--- src/include/dcs_map.vh ---
// register offsets, field positions and reset values for the channel status block
`ifndef DCS_MAP_VH
`define DCS_MAP_VH
`define DCS_NCH 12
`define DCS_ADDR_W 8
`define DCS_OFF_LCI 8'h20
`define DCS_OFF_SUM 8'h24
`define DCS_OFF_BUSY 8'h28
`define DCS_OFF_WAIT 8'h2c
`define DCS_BIT_PEND 15
`define DCS_BIT_BUSY 14
`define DCS_BIT_FERR 13
`define DCS_BIT_SUSPEND_FLAG 10
`define DCS_BIT_TDONE 9
`define DCS_BIT_TFAULT 8
`define DCS_ID_MSB 3
`define DCS_RST_WORD 32'h0000_0000
`define DCS_RST_VEC 12'h000
`define DCS_RST_ID 4'h0
`endif

--- src/rtl/dcs_status.v ---
// status reporting registers of a 12-channel dma controller
// What this block does
// RULE1 - done flag reads selected channel's completion
// RULE2 - writing one clears selected completion flag
// RULE3 - fault flag reads selected channel's error
// RULE4 - writing one clears selected error flag
// RULE5 - id holds lowest channel with interrupt
// RULE6 - id refreshes on lower channel or clear
// RULE7 - id reads zero when nothing pending
// RULE8 - writing id selects channel for access
// RULE9 - summary bit set per pending channel
// RULE10 - summary bit clears when disabled or cleared
// RULE11 - busy bit sets when transfer starts
// RULE12 - busy clears on done, error, disable
// RULE13 - waiting bit tracks pending transfer
// RULE14 - writing one clears selected suspend flag
// RULE15 - vectors read only, zero after reset
//
// Strobed register access is this design's own decision.
`timescale 1ns/1ns
`include "dcs_map.vh"
module dcs_status (
    input wire clk,
    input wire rstn,
    input wire ce,
    input wire [7:0] addr,
    input wire [31:0] wdata,
    input wire wr,
    input wire rd,
    output reg [31:0] rdata,
    input wire [11:0] set_done,
    input wire [11:0] set_fault,
    input wire [11:0] set_suspend_flag,
    input wire [11:0] irq_en,
    input wire [11:0] xfer_start,
    input wire [11:0] act_done,
    input wire [11:0] bus_err,
    input wire [11:0] ch_disable,
    input wire [11:0] pend_set,
    input wire [11:0] trig_start,
    input wire [11:0] fetch_err,
    output reg [11:0] channel_irq_bits,
    output reg [11:0] channel_active_bits,
    output reg [11:0] channel_waiting_bits
);
    // ----------------------------------------
    // lowest-set-bit encoder
    // ----------------------------------------
    function [3:0] lowest;
        input [11:0] v;
        integer i;
        begin
            lowest = `DCS_RST_ID;
            for (i = 11; i >= 0; i = i - 1) begin
                if (v[i]) begin
                    lowest = i[3:0];
                end
            end
        end
    endfunction

    function [11:0] onehot;
        input [3:0] n;
        begin
            onehot = (n < 4'hc) ? (12'h001 << n) : 12'h000;
        end
    endfunction

    // ----------------------------------------
    // channel flags
    // ----------------------------------------
    reg [3:0] sel_q;
    reg sel_man_q;
    wire wr_lci = wr & (addr == `DCS_OFF_LCI);
    wire [11:0] sel_oh = onehot(sel_q);
    wire [11:0] done_v, fault_v, suspend_flag_v, act_v, wait_v, irq_v;
    wire [11:0] clr_done = (wr_lci & wdata[`DCS_BIT_TDONE]) ? sel_oh : 12'h000;
    wire [11:0] clr_fault = (wr_lci & wdata[`DCS_BIT_TFAULT]) ? sel_oh : 12'h000;
    wire [11:0] clr_suspend_flag = (wr_lci & wdata[`DCS_BIT_SUSPEND_FLAG]) ? sel_oh : 12'h000;

    genvar g;
    generate
        for (g = 0; g < `DCS_NCH; g = g + 1) begin : g_ch
            dcs_chan_bit u_ch (
                .clk(clk),
                .rstn(rstn),
                .ce(ce),
                .set_done(set_done[g]),
                .set_fault(set_fault[g]),
                .set_suspend_flag(set_suspend_flag[g]),
                .clr_done(clr_done[g]),
                .clr_fault(clr_fault[g]),
                .clr_suspend_flag(clr_suspend_flag[g]),
                .irq_en(irq_en[g]),
                .xfer_start(xfer_start[g]), // RULE11
                .act_done(act_done[g]),
                .bus_err(bus_err[g]),
                .ch_disable(ch_disable[g]),
                .pend_set(pend_set[g]),
                .trig_start(trig_start[g]),
                .done_q(done_v[g]),
                .fault_q(fault_v[g]),
                .suspend_flag_q(suspend_flag_v[g]),
                .active_q(act_v[g]),
                .waiting_q(wait_v[g]),
                .irq(irq_v[g])
            );
        end
    endgenerate

    // ----------------------------------------
    // channel selection
    // ----------------------------------------
    // software selection sticks until the chosen channel has nothing
    // pending, then the lowest pending channel is reported again
    wire [11:0] any_v = done_v | fault_v | suspend_flag_v;
    wire [3:0] low_id = lowest(any_v); // RULE5 RULE6 RULE7
    wire sel_live = |(any_v & sel_oh);
    reg [11:0] ferr_q;

    always @(posedge clk) begin
        if (!rstn) begin
            sel_q <= `DCS_RST_ID;
            sel_man_q <= 1'b0;
            ferr_q <= `DCS_RST_VEC;
        end else if (ce) begin
            ferr_q <= fetch_err | (ferr_q & ~ch_disable);
            if (wr_lci) begin
                sel_q <= wdata[`DCS_ID_MSB:0]; // RULE8
                sel_man_q <= 1'b1;
            end else if (sel_man_q & sel_live) begin
                sel_q <= sel_q;
            end else begin
                sel_q <= low_id; // RULE6
                sel_man_q <= 1'b0;
            end
        end
    end

    // ----------------------------------------
    // register read port
    // ----------------------------------------
    reg [31:0] rd_d;
    always @* begin
        rd_d = `DCS_RST_WORD;
        case (addr)
            `DCS_OFF_LCI: begin
                rd_d[`DCS_BIT_PEND] = |(wait_v & sel_oh);
                rd_d[`DCS_BIT_BUSY] = |(act_v & sel_oh);
                rd_d[`DCS_BIT_FERR] = |(ferr_q & sel_oh);
                rd_d[`DCS_BIT_SUSPEND_FLAG] = |(suspend_flag_v & sel_oh);
                rd_d[`DCS_BIT_TDONE] = |(done_v & sel_oh); // RULE1
                rd_d[`DCS_BIT_TFAULT] = |(fault_v & sel_oh); // RULE3
                // zero when no channel is pending
                rd_d[`DCS_ID_MSB:0] = (|any_v) ? sel_q : `DCS_RST_ID; // RULE7
            end
            `DCS_OFF_SUM: rd_d[11:0] = irq_v; // RULE9
            `DCS_OFF_BUSY: rd_d[11:0] = act_v;
            `DCS_OFF_WAIT: rd_d[11:0] = wait_v;
            default: rd_d = `DCS_RST_WORD;
        endcase
    end

    always @(posedge clk) begin
        if (!rstn) begin
            rdata <= `DCS_RST_WORD;
            channel_irq_bits <= `DCS_RST_VEC; // RULE15
            channel_active_bits <= `DCS_RST_VEC;
            channel_waiting_bits <= `DCS_RST_VEC;
        end else if (ce) begin
            // vectors have no write path at all
            rdata <= rd ? rd_d : `DCS_RST_WORD; // RULE15
            channel_irq_bits <= irq_v;
            channel_active_bits <= act_v;
            channel_waiting_bits <= wait_v;
        end
    end
endmodule // dcs_status

--- src/rtl/dcs_chan_bit.v ---
// one channel's interrupt flags and activity bits
`timescale 1ns/1ns
module dcs_chan_bit (
    input wire clk,
    input wire rstn,
    input wire ce,
    input wire set_done,
    input wire set_fault,
    input wire set_suspend_flag,
    input wire clr_done,
    input wire clr_fault,
    input wire clr_suspend_flag,
    input wire irq_en,
    input wire xfer_start,
    input wire act_done,
    input wire bus_err,
    input wire ch_disable,
    input wire pend_set,
    input wire trig_start,
    output reg done_q,
    output reg fault_q,
    output reg suspend_flag_q,
    output reg active_q,
    output reg waiting_q,
    output wire irq
);
    always @(posedge clk) begin
        if (!rstn) begin
            done_q <= 1'b0;
            fault_q <= 1'b0;
            suspend_flag_q <= 1'b0;
            active_q <= 1'b0;
            waiting_q <= 1'b0;
        end else if (ce) begin
            // set wins over a same-cycle clear
            done_q <= set_done | (done_q & ~clr_done); // RULE2
            fault_q <= set_fault | (fault_q & ~clr_fault); // RULE4
            suspend_flag_q <= set_suspend_flag | (suspend_flag_q & ~clr_suspend_flag); // RULE14
            // start wins over a same-cycle end
            active_q <= xfer_start | (active_q & ~(act_done | bus_err | ch_disable)); // RULE12
            waiting_q <= pend_set | (waiting_q & ~(trig_start | bus_err | ch_disable)); // RULE13
        end
    end
    assign irq = irq_en & (done_q | fault_q | suspend_flag_q); // RULE10
endmodule // dcs_chan_bit

--- config.mk ---
export PLATFORM = sky130hd
export DESIGN_NAME = dcs_status
export DESIGN_NICKNAME = d
export VERILOG_FILES = /design/src/rtl/dcs_status.v /design/src/rtl/dcs_chan_bit.v
export VERILOG_INCLUDE_DIRS = /design/src /design/src/include
export SDC_FILE = /design/constraint.sdc
export NUM_CORES = 1
export LEC_CHECK = 0
export ABC_AREA = 1
export BUFFER_PORTS_ARGS = -buffer_cell sky130_fd_sc_hd__clkbuf_2
export CAP_MARGIN = 20
export CORE_MARGIN = 3
export CORE_UTILIZATION = 44
export CTS_CLUSTER_DIAMETER = 50
export CTS_CLUSTER_SIZE = 30
export DETAILED_ROUTE_END_ITERATION = 10
export PLACE_DENSITY = 0.76
export SLEW_MARGIN = 20
export SYNTH_ARGS = -nofsm -noshare
export SYNTH_HDL_FRONTEND = slang
export SYNTH_SLANG_ARGS = --single-unit
--- constraint.sdc ---
create_clock -name clk -period 1.53 [get_ports clk]
set_input_delay 0.0765 -clock clk [delete_from_list [all_inputs] [get_ports clk]]
set_output_delay 0.0765 -clock clk [all_outputs]
set_load 0.005 [all_outputs]
# Word level (Yosys, flattened, before mapping)

Index checks and enable logic that the tools add are counted.

Multiply operators: 0
Add/subtract/negate cells: 0
Shift-type cells: 1
Reductions and logical operators: 9
Equality and inequality tests: 5
Div/mod/pow operators: 0
Muxes and demuxes: 27
Bitwise logic cells: 281
$lt $le $gt $ge: 1

Operators with widths:

| cell                                                                  | number |
|---|---|
| 1-bit OR                                                              | 132 |
| 12-bit bitwise AND                                                    | 8 |
| 12-bit OR reduction                                                   | 8 |
| 1-bit bitwise AND                                                     | 77 |
| 4-bit 2-to-1 mux                                                      | 15 |
| 1-bit NOT                                                             | 60 |
| 12-bit 2-to-1 mux                                                     | 4 |
| 12-bit OR                                                             | 3 |
| 8-bit by 6-bit equality test with 1-bit output, second input constant | 4 |
| 16-bit 2-to-1 mux                                                     | 1 |
| 4-bit case mux with 4 select lines                                    | 1 |
| 12-bit NOT                                                            | 1 |
| 3-bit case mux with 4 select lines                                    | 1 |
| 4-bit case mux with 3 select lines                                    | 1 |
| 1-bit by 4-bit << shifter with 12-bit output, first input constant    | 1 |
| 4-bit < comparator, second input constant                             | 1 |
| 3-bit 2-to-1 mux                                                      | 1 |
| 1-bit case mux with 3 select lines                                    | 1 |
| 1-bit 2-to-1 mux                                                      | 2 |
| 2-bit != test, second input constant                                  | 1 |
| 2-bit AND reduction                                                   | 1 |

ROM bits: 0
Input bits: 177
Bits in registers: 145
Output and inout bits: 68
Memories: 0
Latch bits: 0
Logic and storage cells: 391
RAM bits: 0

# Logic depth before layout (Yosys ltp)

Depth after elaboration: 16
Gate-level depth with buffers: 15
Depth with buffers taken out: 15

# By module

A second synthesis with hierarchy kept.

Cell total of the unflattened synthesis: 1,059
Area total of the unflattened synthesis: 6,882.9 sq um

By module, submodules not included:

| module       | sequential area each (sq um) | times used | area an instance (sq um) | cells each |
|---|---|---|---|---|
| dcs_status   | 1,361.3                      | 1          | 4,165.2                  | 663 |
| dcs_chan_bit | 100.1                        | 12         | 226.5                    | 33 |

# Worst setup path after synthesis

Ideal clock, no wire load.

Path kind: register to register
Start: register sel_q[2]
End: register sel_q[2]
Setup time: 131 ps
Data required time: 1,399 ps
Period minus slack after synthesis: 1,478 ps
Cell stages (with the launch flop): 13
Buffers on the path: 1
Arrival: 1,347 ps
Path slack: 52 ps
Cell sequence: dfxtp_1 -> inv_2 -> nor2_4 -> buf_6 -> nand2_2 -> o22ai_1 -> nor2_1 -> nand3_1 -> nand2_2 -> nand2_4 -> inv_2 -> nand2_1 -> a21oi_2

Cells in the longest elaborated chain, start to end: 7
Elaborated cells between the ends (all ways): 8
Classes of those cells: order compare (1); eq/ne (1); shift (1); mux (1); bitwise (2); reduce/logical (2)

RTL lines:

| what                                                                               | line             | source |
|---|---|---|
| from (decl)                                                                        | dcs_status.v:72  | `reg [3:0] sel_q;` |
| from (signal assigned)                                                             | dcs_status.v:123 | `` sel_q <= `DCS_RST_ID; `` |
| from (signal assigned)                                                             | dcs_status.v:129 | `` sel_q <= wdata[`DCS_ID_MSB:0]; `` |
| from (signal assigned)                                                             | dcs_status.v:132 | `sel_q <= sel_q;` |
| 4-bit < comparator or 1-bit by 4-bit << shifter with 12-bit output (tied branches) | dcs_status.v:65  | `onehot = (n < 4'hc) ? (12'h001 << n) : 12'h000;` |
| 12-bit 2-to-1 mux *                                                                | dcs_status.v:65  |  |
| 12-bit bitwise AND *                                                               | dcs_status.v:118 | `wire sel_live = \|(any_v & sel_oh);` |
| 12-bit OR reduction *                                                              | dcs_status.v:118 |  |
| 1-bit bitwise AND *                                                                | dcs_status.v:131 | `end else if (sel_man_q & sel_live) begin` |
| 2-bit != test (no source line) *                                                   | n/a              |  |
| 2-bit AND reduction (no source line) *                                             | n/a              |  |

Mark *: on every way between the ends. The rest lies on a longest branch, timed or not.
A chain may end at the register's enable or synchronous reset.

# Worst setup path after layout

Start: register sel_q[1]
End: register sel_q[3]

The elaborated chain is that of the path after synthesis.

==> impl_results.md <==
- H-tree depth: 4
- Crit end category: flip-flop
- Layout cells sized above 1: 31.4%
- Failing checks: negative hold slack, negative setup slack
- Area contributors post-synth: dfxtp_1, nand2_1, a21oi_1
- Mean Syn Cell Area: 6.92 µm²
- Nets: 1417
- Overall Global Routing Usage: 31.2%
- Chip width: 124 µm
- Final Skew: 0.0142 ns
- Yosys top cell area share: 41.5%
- Area Overhead vs Synth: 55.4%
- Slew @ Worst Pin: 0.513 ns
- Sequential element share of the synthesized area: 41.5%
- IO Pins: 245
- Flop2flop setup slack: -0.17 ns
- CTS Buffer Depth: 2
- Filler cells: 1011
- Num CTS Buffers: 17
- Status: finished with violations
- P_sw: 2.55 mW
- Total power per unit cell area: 972 nW/µm²
- Worst setup margin: -0.173 ns
- Routed WL per cell: 17.9 µm
- Max Fclk: 587 MHz
- Flop pwr share: 39.3%
- Clock Power Share: 43.2%
- WHS Endpoint: g_ch[11].u_ch.waiting_q$_SDFFE_PN0P_
- Drt drc: 0
- Later-pin clock latency in the skew report: 0.43 ns
- Number of port buffers: 202
- Worst Path Max Fanout: 7
- RSZ-0062 raised after global routing: true
- CTS tree: yes
- Comb pwr share: 17.5%
- Largest net degree at the start of global routing: 40
- Antenna violations before repair: 0
- Final Hold Fails: 1
- GRT Residual Overflow: 0
- Most common cell on crit path: nand2_1
- DRT met1 WL: 9.89 mm
- Hold Path Stages: 4
- First-pass GRT wire length: 39.2 mm
- Post-Syn Instances: 892
- Hold WC Path Type: in -> reg
- Hold WS: -0.00329 ns
- Area leader, netlist: dfxtp_1
- Crit-path max cell delay: 0.38 ns
- Initial core utilization: 45.7%
- Antenna Nets Post-Route: 0
- Die H: 124 µm
- Yosys warns: 0
- WL met3: 2.56 mm
- HPWL after DPL: 16.8 mm
- Met2 wire length: 12.0 mm
- Final Max Slew Viols: 0
- DR iter-0 viols: 1147
- Worst-path cell chain: buf_6, nor2_4, nand3_4, o21ai_2, nor2_1, nand3_1, nand2_2, nand2_4, nand2_1, nand2_1, a21oi_1
- Worst reg2reg startpoint: sel_q[1]$_SDFFE_PN0P_
- DR vias/cell: 5.67
- FF-to-FF End: sel_q[3]$_SDFFE_PN0P_
- Slowest cell on the critical path: dfxtp_4
- Pre-antenna DRT Iters: 6
- Setup Viol. Count Final: 13
- Highest routed layer: met4
- Root Buffer: clkbuf_16
- Core area: 13500 µm²
- Gpl congestion: 1.04
- Cells on worst reg2reg path: 11
- Period minus WS final: 1.70 ns
- HP Start: trig_start[11]
- Critical path data arrival time: 2.01 ns
- Die area: 15500 µm²
- Via count: 8109
- Required @ worst endpoint: 1.84 ns
- Tcrit/Tclk final: 111%
- WS Path Type: reg -> reg
- Yosys cell types: 33
- VDD IR max: 0.000825 V
- Power after layout: 9.32 mW
- Number of clock sinks: 128
- Net Sw Frac: 27.4%
- Pint: 6.77 mW
- Dpl ws: -0.162 ns
- FP Rows: 42
- Clock slew at reported path FFs: 0.06 ns
- Mapped Area: 6170 µm²
- Rel. slew slack: 65.8%
- Max-Cap Viols: 0
- CP Launch Type: flip-flop
- Routed WL: 25.6 mm
- Pleak: 4.35 nW
- Vias in the first global route: 7831
- Flops & latches, synth: 128
==> worst max path at each step <==
stage | from | to | cells past startpoint
after floorplan | sel_q[2]$_SDFFE_PN0P_ | sel_q[2]$_SDFFE_PN0P_ | 12
after global placement | addr[1] | rdata[0]$_SDFFE_PN0P_ | 8
after detailed placement | addr[1] | rdata[0]$_SDFFE_PN0P_ | 8
after CTS | sel_q[0]$_SDFFE_PN0P_ | sel_q[2]$_SDFFE_PN0P_ | 11
after global routing | sel_q[1]$_SDFFE_PN0P_ | sel_q[0]$_SDFFE_PN0P_ | 11
final | sel_q[1]$_SDFFE_PN0P_ | sel_q[3]$_SDFFE_PN0P_ | 11
==> power by group through the flow <==
stage | registers, mW | clock network [mW] | logic, mW
2_1_floorplan | 3.68 | 0 | 0.661
3_3_place_gp | 3.70 | 0 | 1.23
3_5_place_dp | 3.71 | 0 | 1.25
4_1_cts | 3.65 | 3.99 | 1.48
5_1_grt | 3.68 | 4.15 | 1.76
6_report | 3.66 | 4.03 | 1.63
==> through the flow <==
step                instance area, µm²  hold slack (ns)  std cells  TNS (ns)  util, %
global route                      9590           0.0180       1428     -2.83     71.0
finish                            9590         -0.00329       1429     -1.29     71.0
floorplan                         6230            0.225        908         0        -
CTS                               9340          0.00139       1424    -0.326     69.2
global placement                  7730            0.313       1297    -0.988     57.3
detailed placement                7730            0.317       1297     -1.88     57.3
==> critical path: cells and delay by family, from the launching register on <==
kind                   cells  cell delay, ns
flip-flops                 1            0.38
AND/OR/NAND/NOR            8            0.88
buffers and inverters      1            0.12
AO/OA/AOI/OAI              2            0.21
==> what timing repair did <==
item | 4_1_cts | 5_1_grt
hold buffers | 92 | 0
buffers inserted | 4 | 5
pin swaps | 7 | 23
hold endpoints to repair | 78 | 0
cloned | 0 | 0
setup endpoints to repair | 15 | 36
resized for setup | 29 | 67
==> cell usage in the layout (no fill, tap or decap), types with 3 or more instances in the layout <==
master and instances:
buf_12 5, o21ai_0 81, nor2_4 7, buf_6 3
inv_1 68, o22ai_1 24, clkinv_2 4, dlygate4sd3_1 92
nand3_4 5, clkbuf_8 3, o211ai_1 4, nand3_2 9
conb_1 17, a21oi_1 131, nand2_4 5, inv_2 14
buf_4 71, o21ai_1 20, o22ai_2 3, clkbuf_16 17
nor2_1 29, dfxtp_4 3, o221ai_1 5, clkinvlp_4 4
a21oi_2 4, dfxtp_1 124, nor3_1 25, nand2_1 204
o21ai_2 10, nand4_1 5, nand2_2 4, clkbuf_2 201
nand3_1 23, nor2_2 8
==> final cells by class <==
class	count	area [µm²]	share of cell area, %
inverters	86	337	3.51
flip-flops and latches	128	2570	26.9
repair buffers	372	2590	27.0
clock buffers	21	470	4.91
multi-input cells	635	3280	34.2
well taps	176	220	2.30
clock inverters	10	111	1.16
diodes	1	2.50	0.0261
==> registers in the layout (all words and copies together), names as in the netlist <==
signal,count
rdata,15
channel_active_bits,12
channel_irq_bits,12
channel_waiting_bits,12
ferr_q,12
g_ch.u_ch.active_q,12
g_ch.u_ch.done_q,12
g_ch.u_ch.fault_q,12
g_ch.u_ch.suspend_flag_q,12
g_ch.u_ch.waiting_q,12
sel_q,4
sel_man_q,1
==> kinds of logic (layout without fill, tap and decap cells) <==
family,Yosys count,in the layout,share of synthesized area (%)
other,1,18,0.0608
buffers and inverters,145,489,10.2
and+or+nand+nor,329,329,23.2
AOI/OAI and AO/OA,289,289,25.0
DFF,128,128,41.5
==> Yosys cell counts <==
cell type / n
nand2_1: 208
a21oi_1: 133
dfxtp_1: 128
o21ai_0: 104
inv_1: 74
nor2_1: 38
clkbuf_1: 32
nand3_1: 31
o22ai_1: 27
nor3_1: 26
buf_4: 18
inv_2: 11
buf_2: 8
o21ai_1: 7
nand3_2: 6
nand2_2: 5
nand4_1: 5
o221ai_1: 5
nor2_4: 4
o211ai_1: 4
a21oi_2: 2
nand4_2: 2
nor2_2: 2
o2111ai_1: 2
o31ai_1: 2
a22o_1: 1
a31oi_1: 1
a41oi_2: 1
buf_6: 1
clkinv_1: 1
conb_1: 1
nand2_4: 1
or2_1: 1
==> per-layer routing <==
metal / up-vias / track usage [%]
li1: 3677 / -
met1: 3679 / 38.6
met2: 616 / 50.4
met3: 137 / 8.53
met4: 0 / 15.1
met5: - / 0
(Power assumes the default switching activity.)
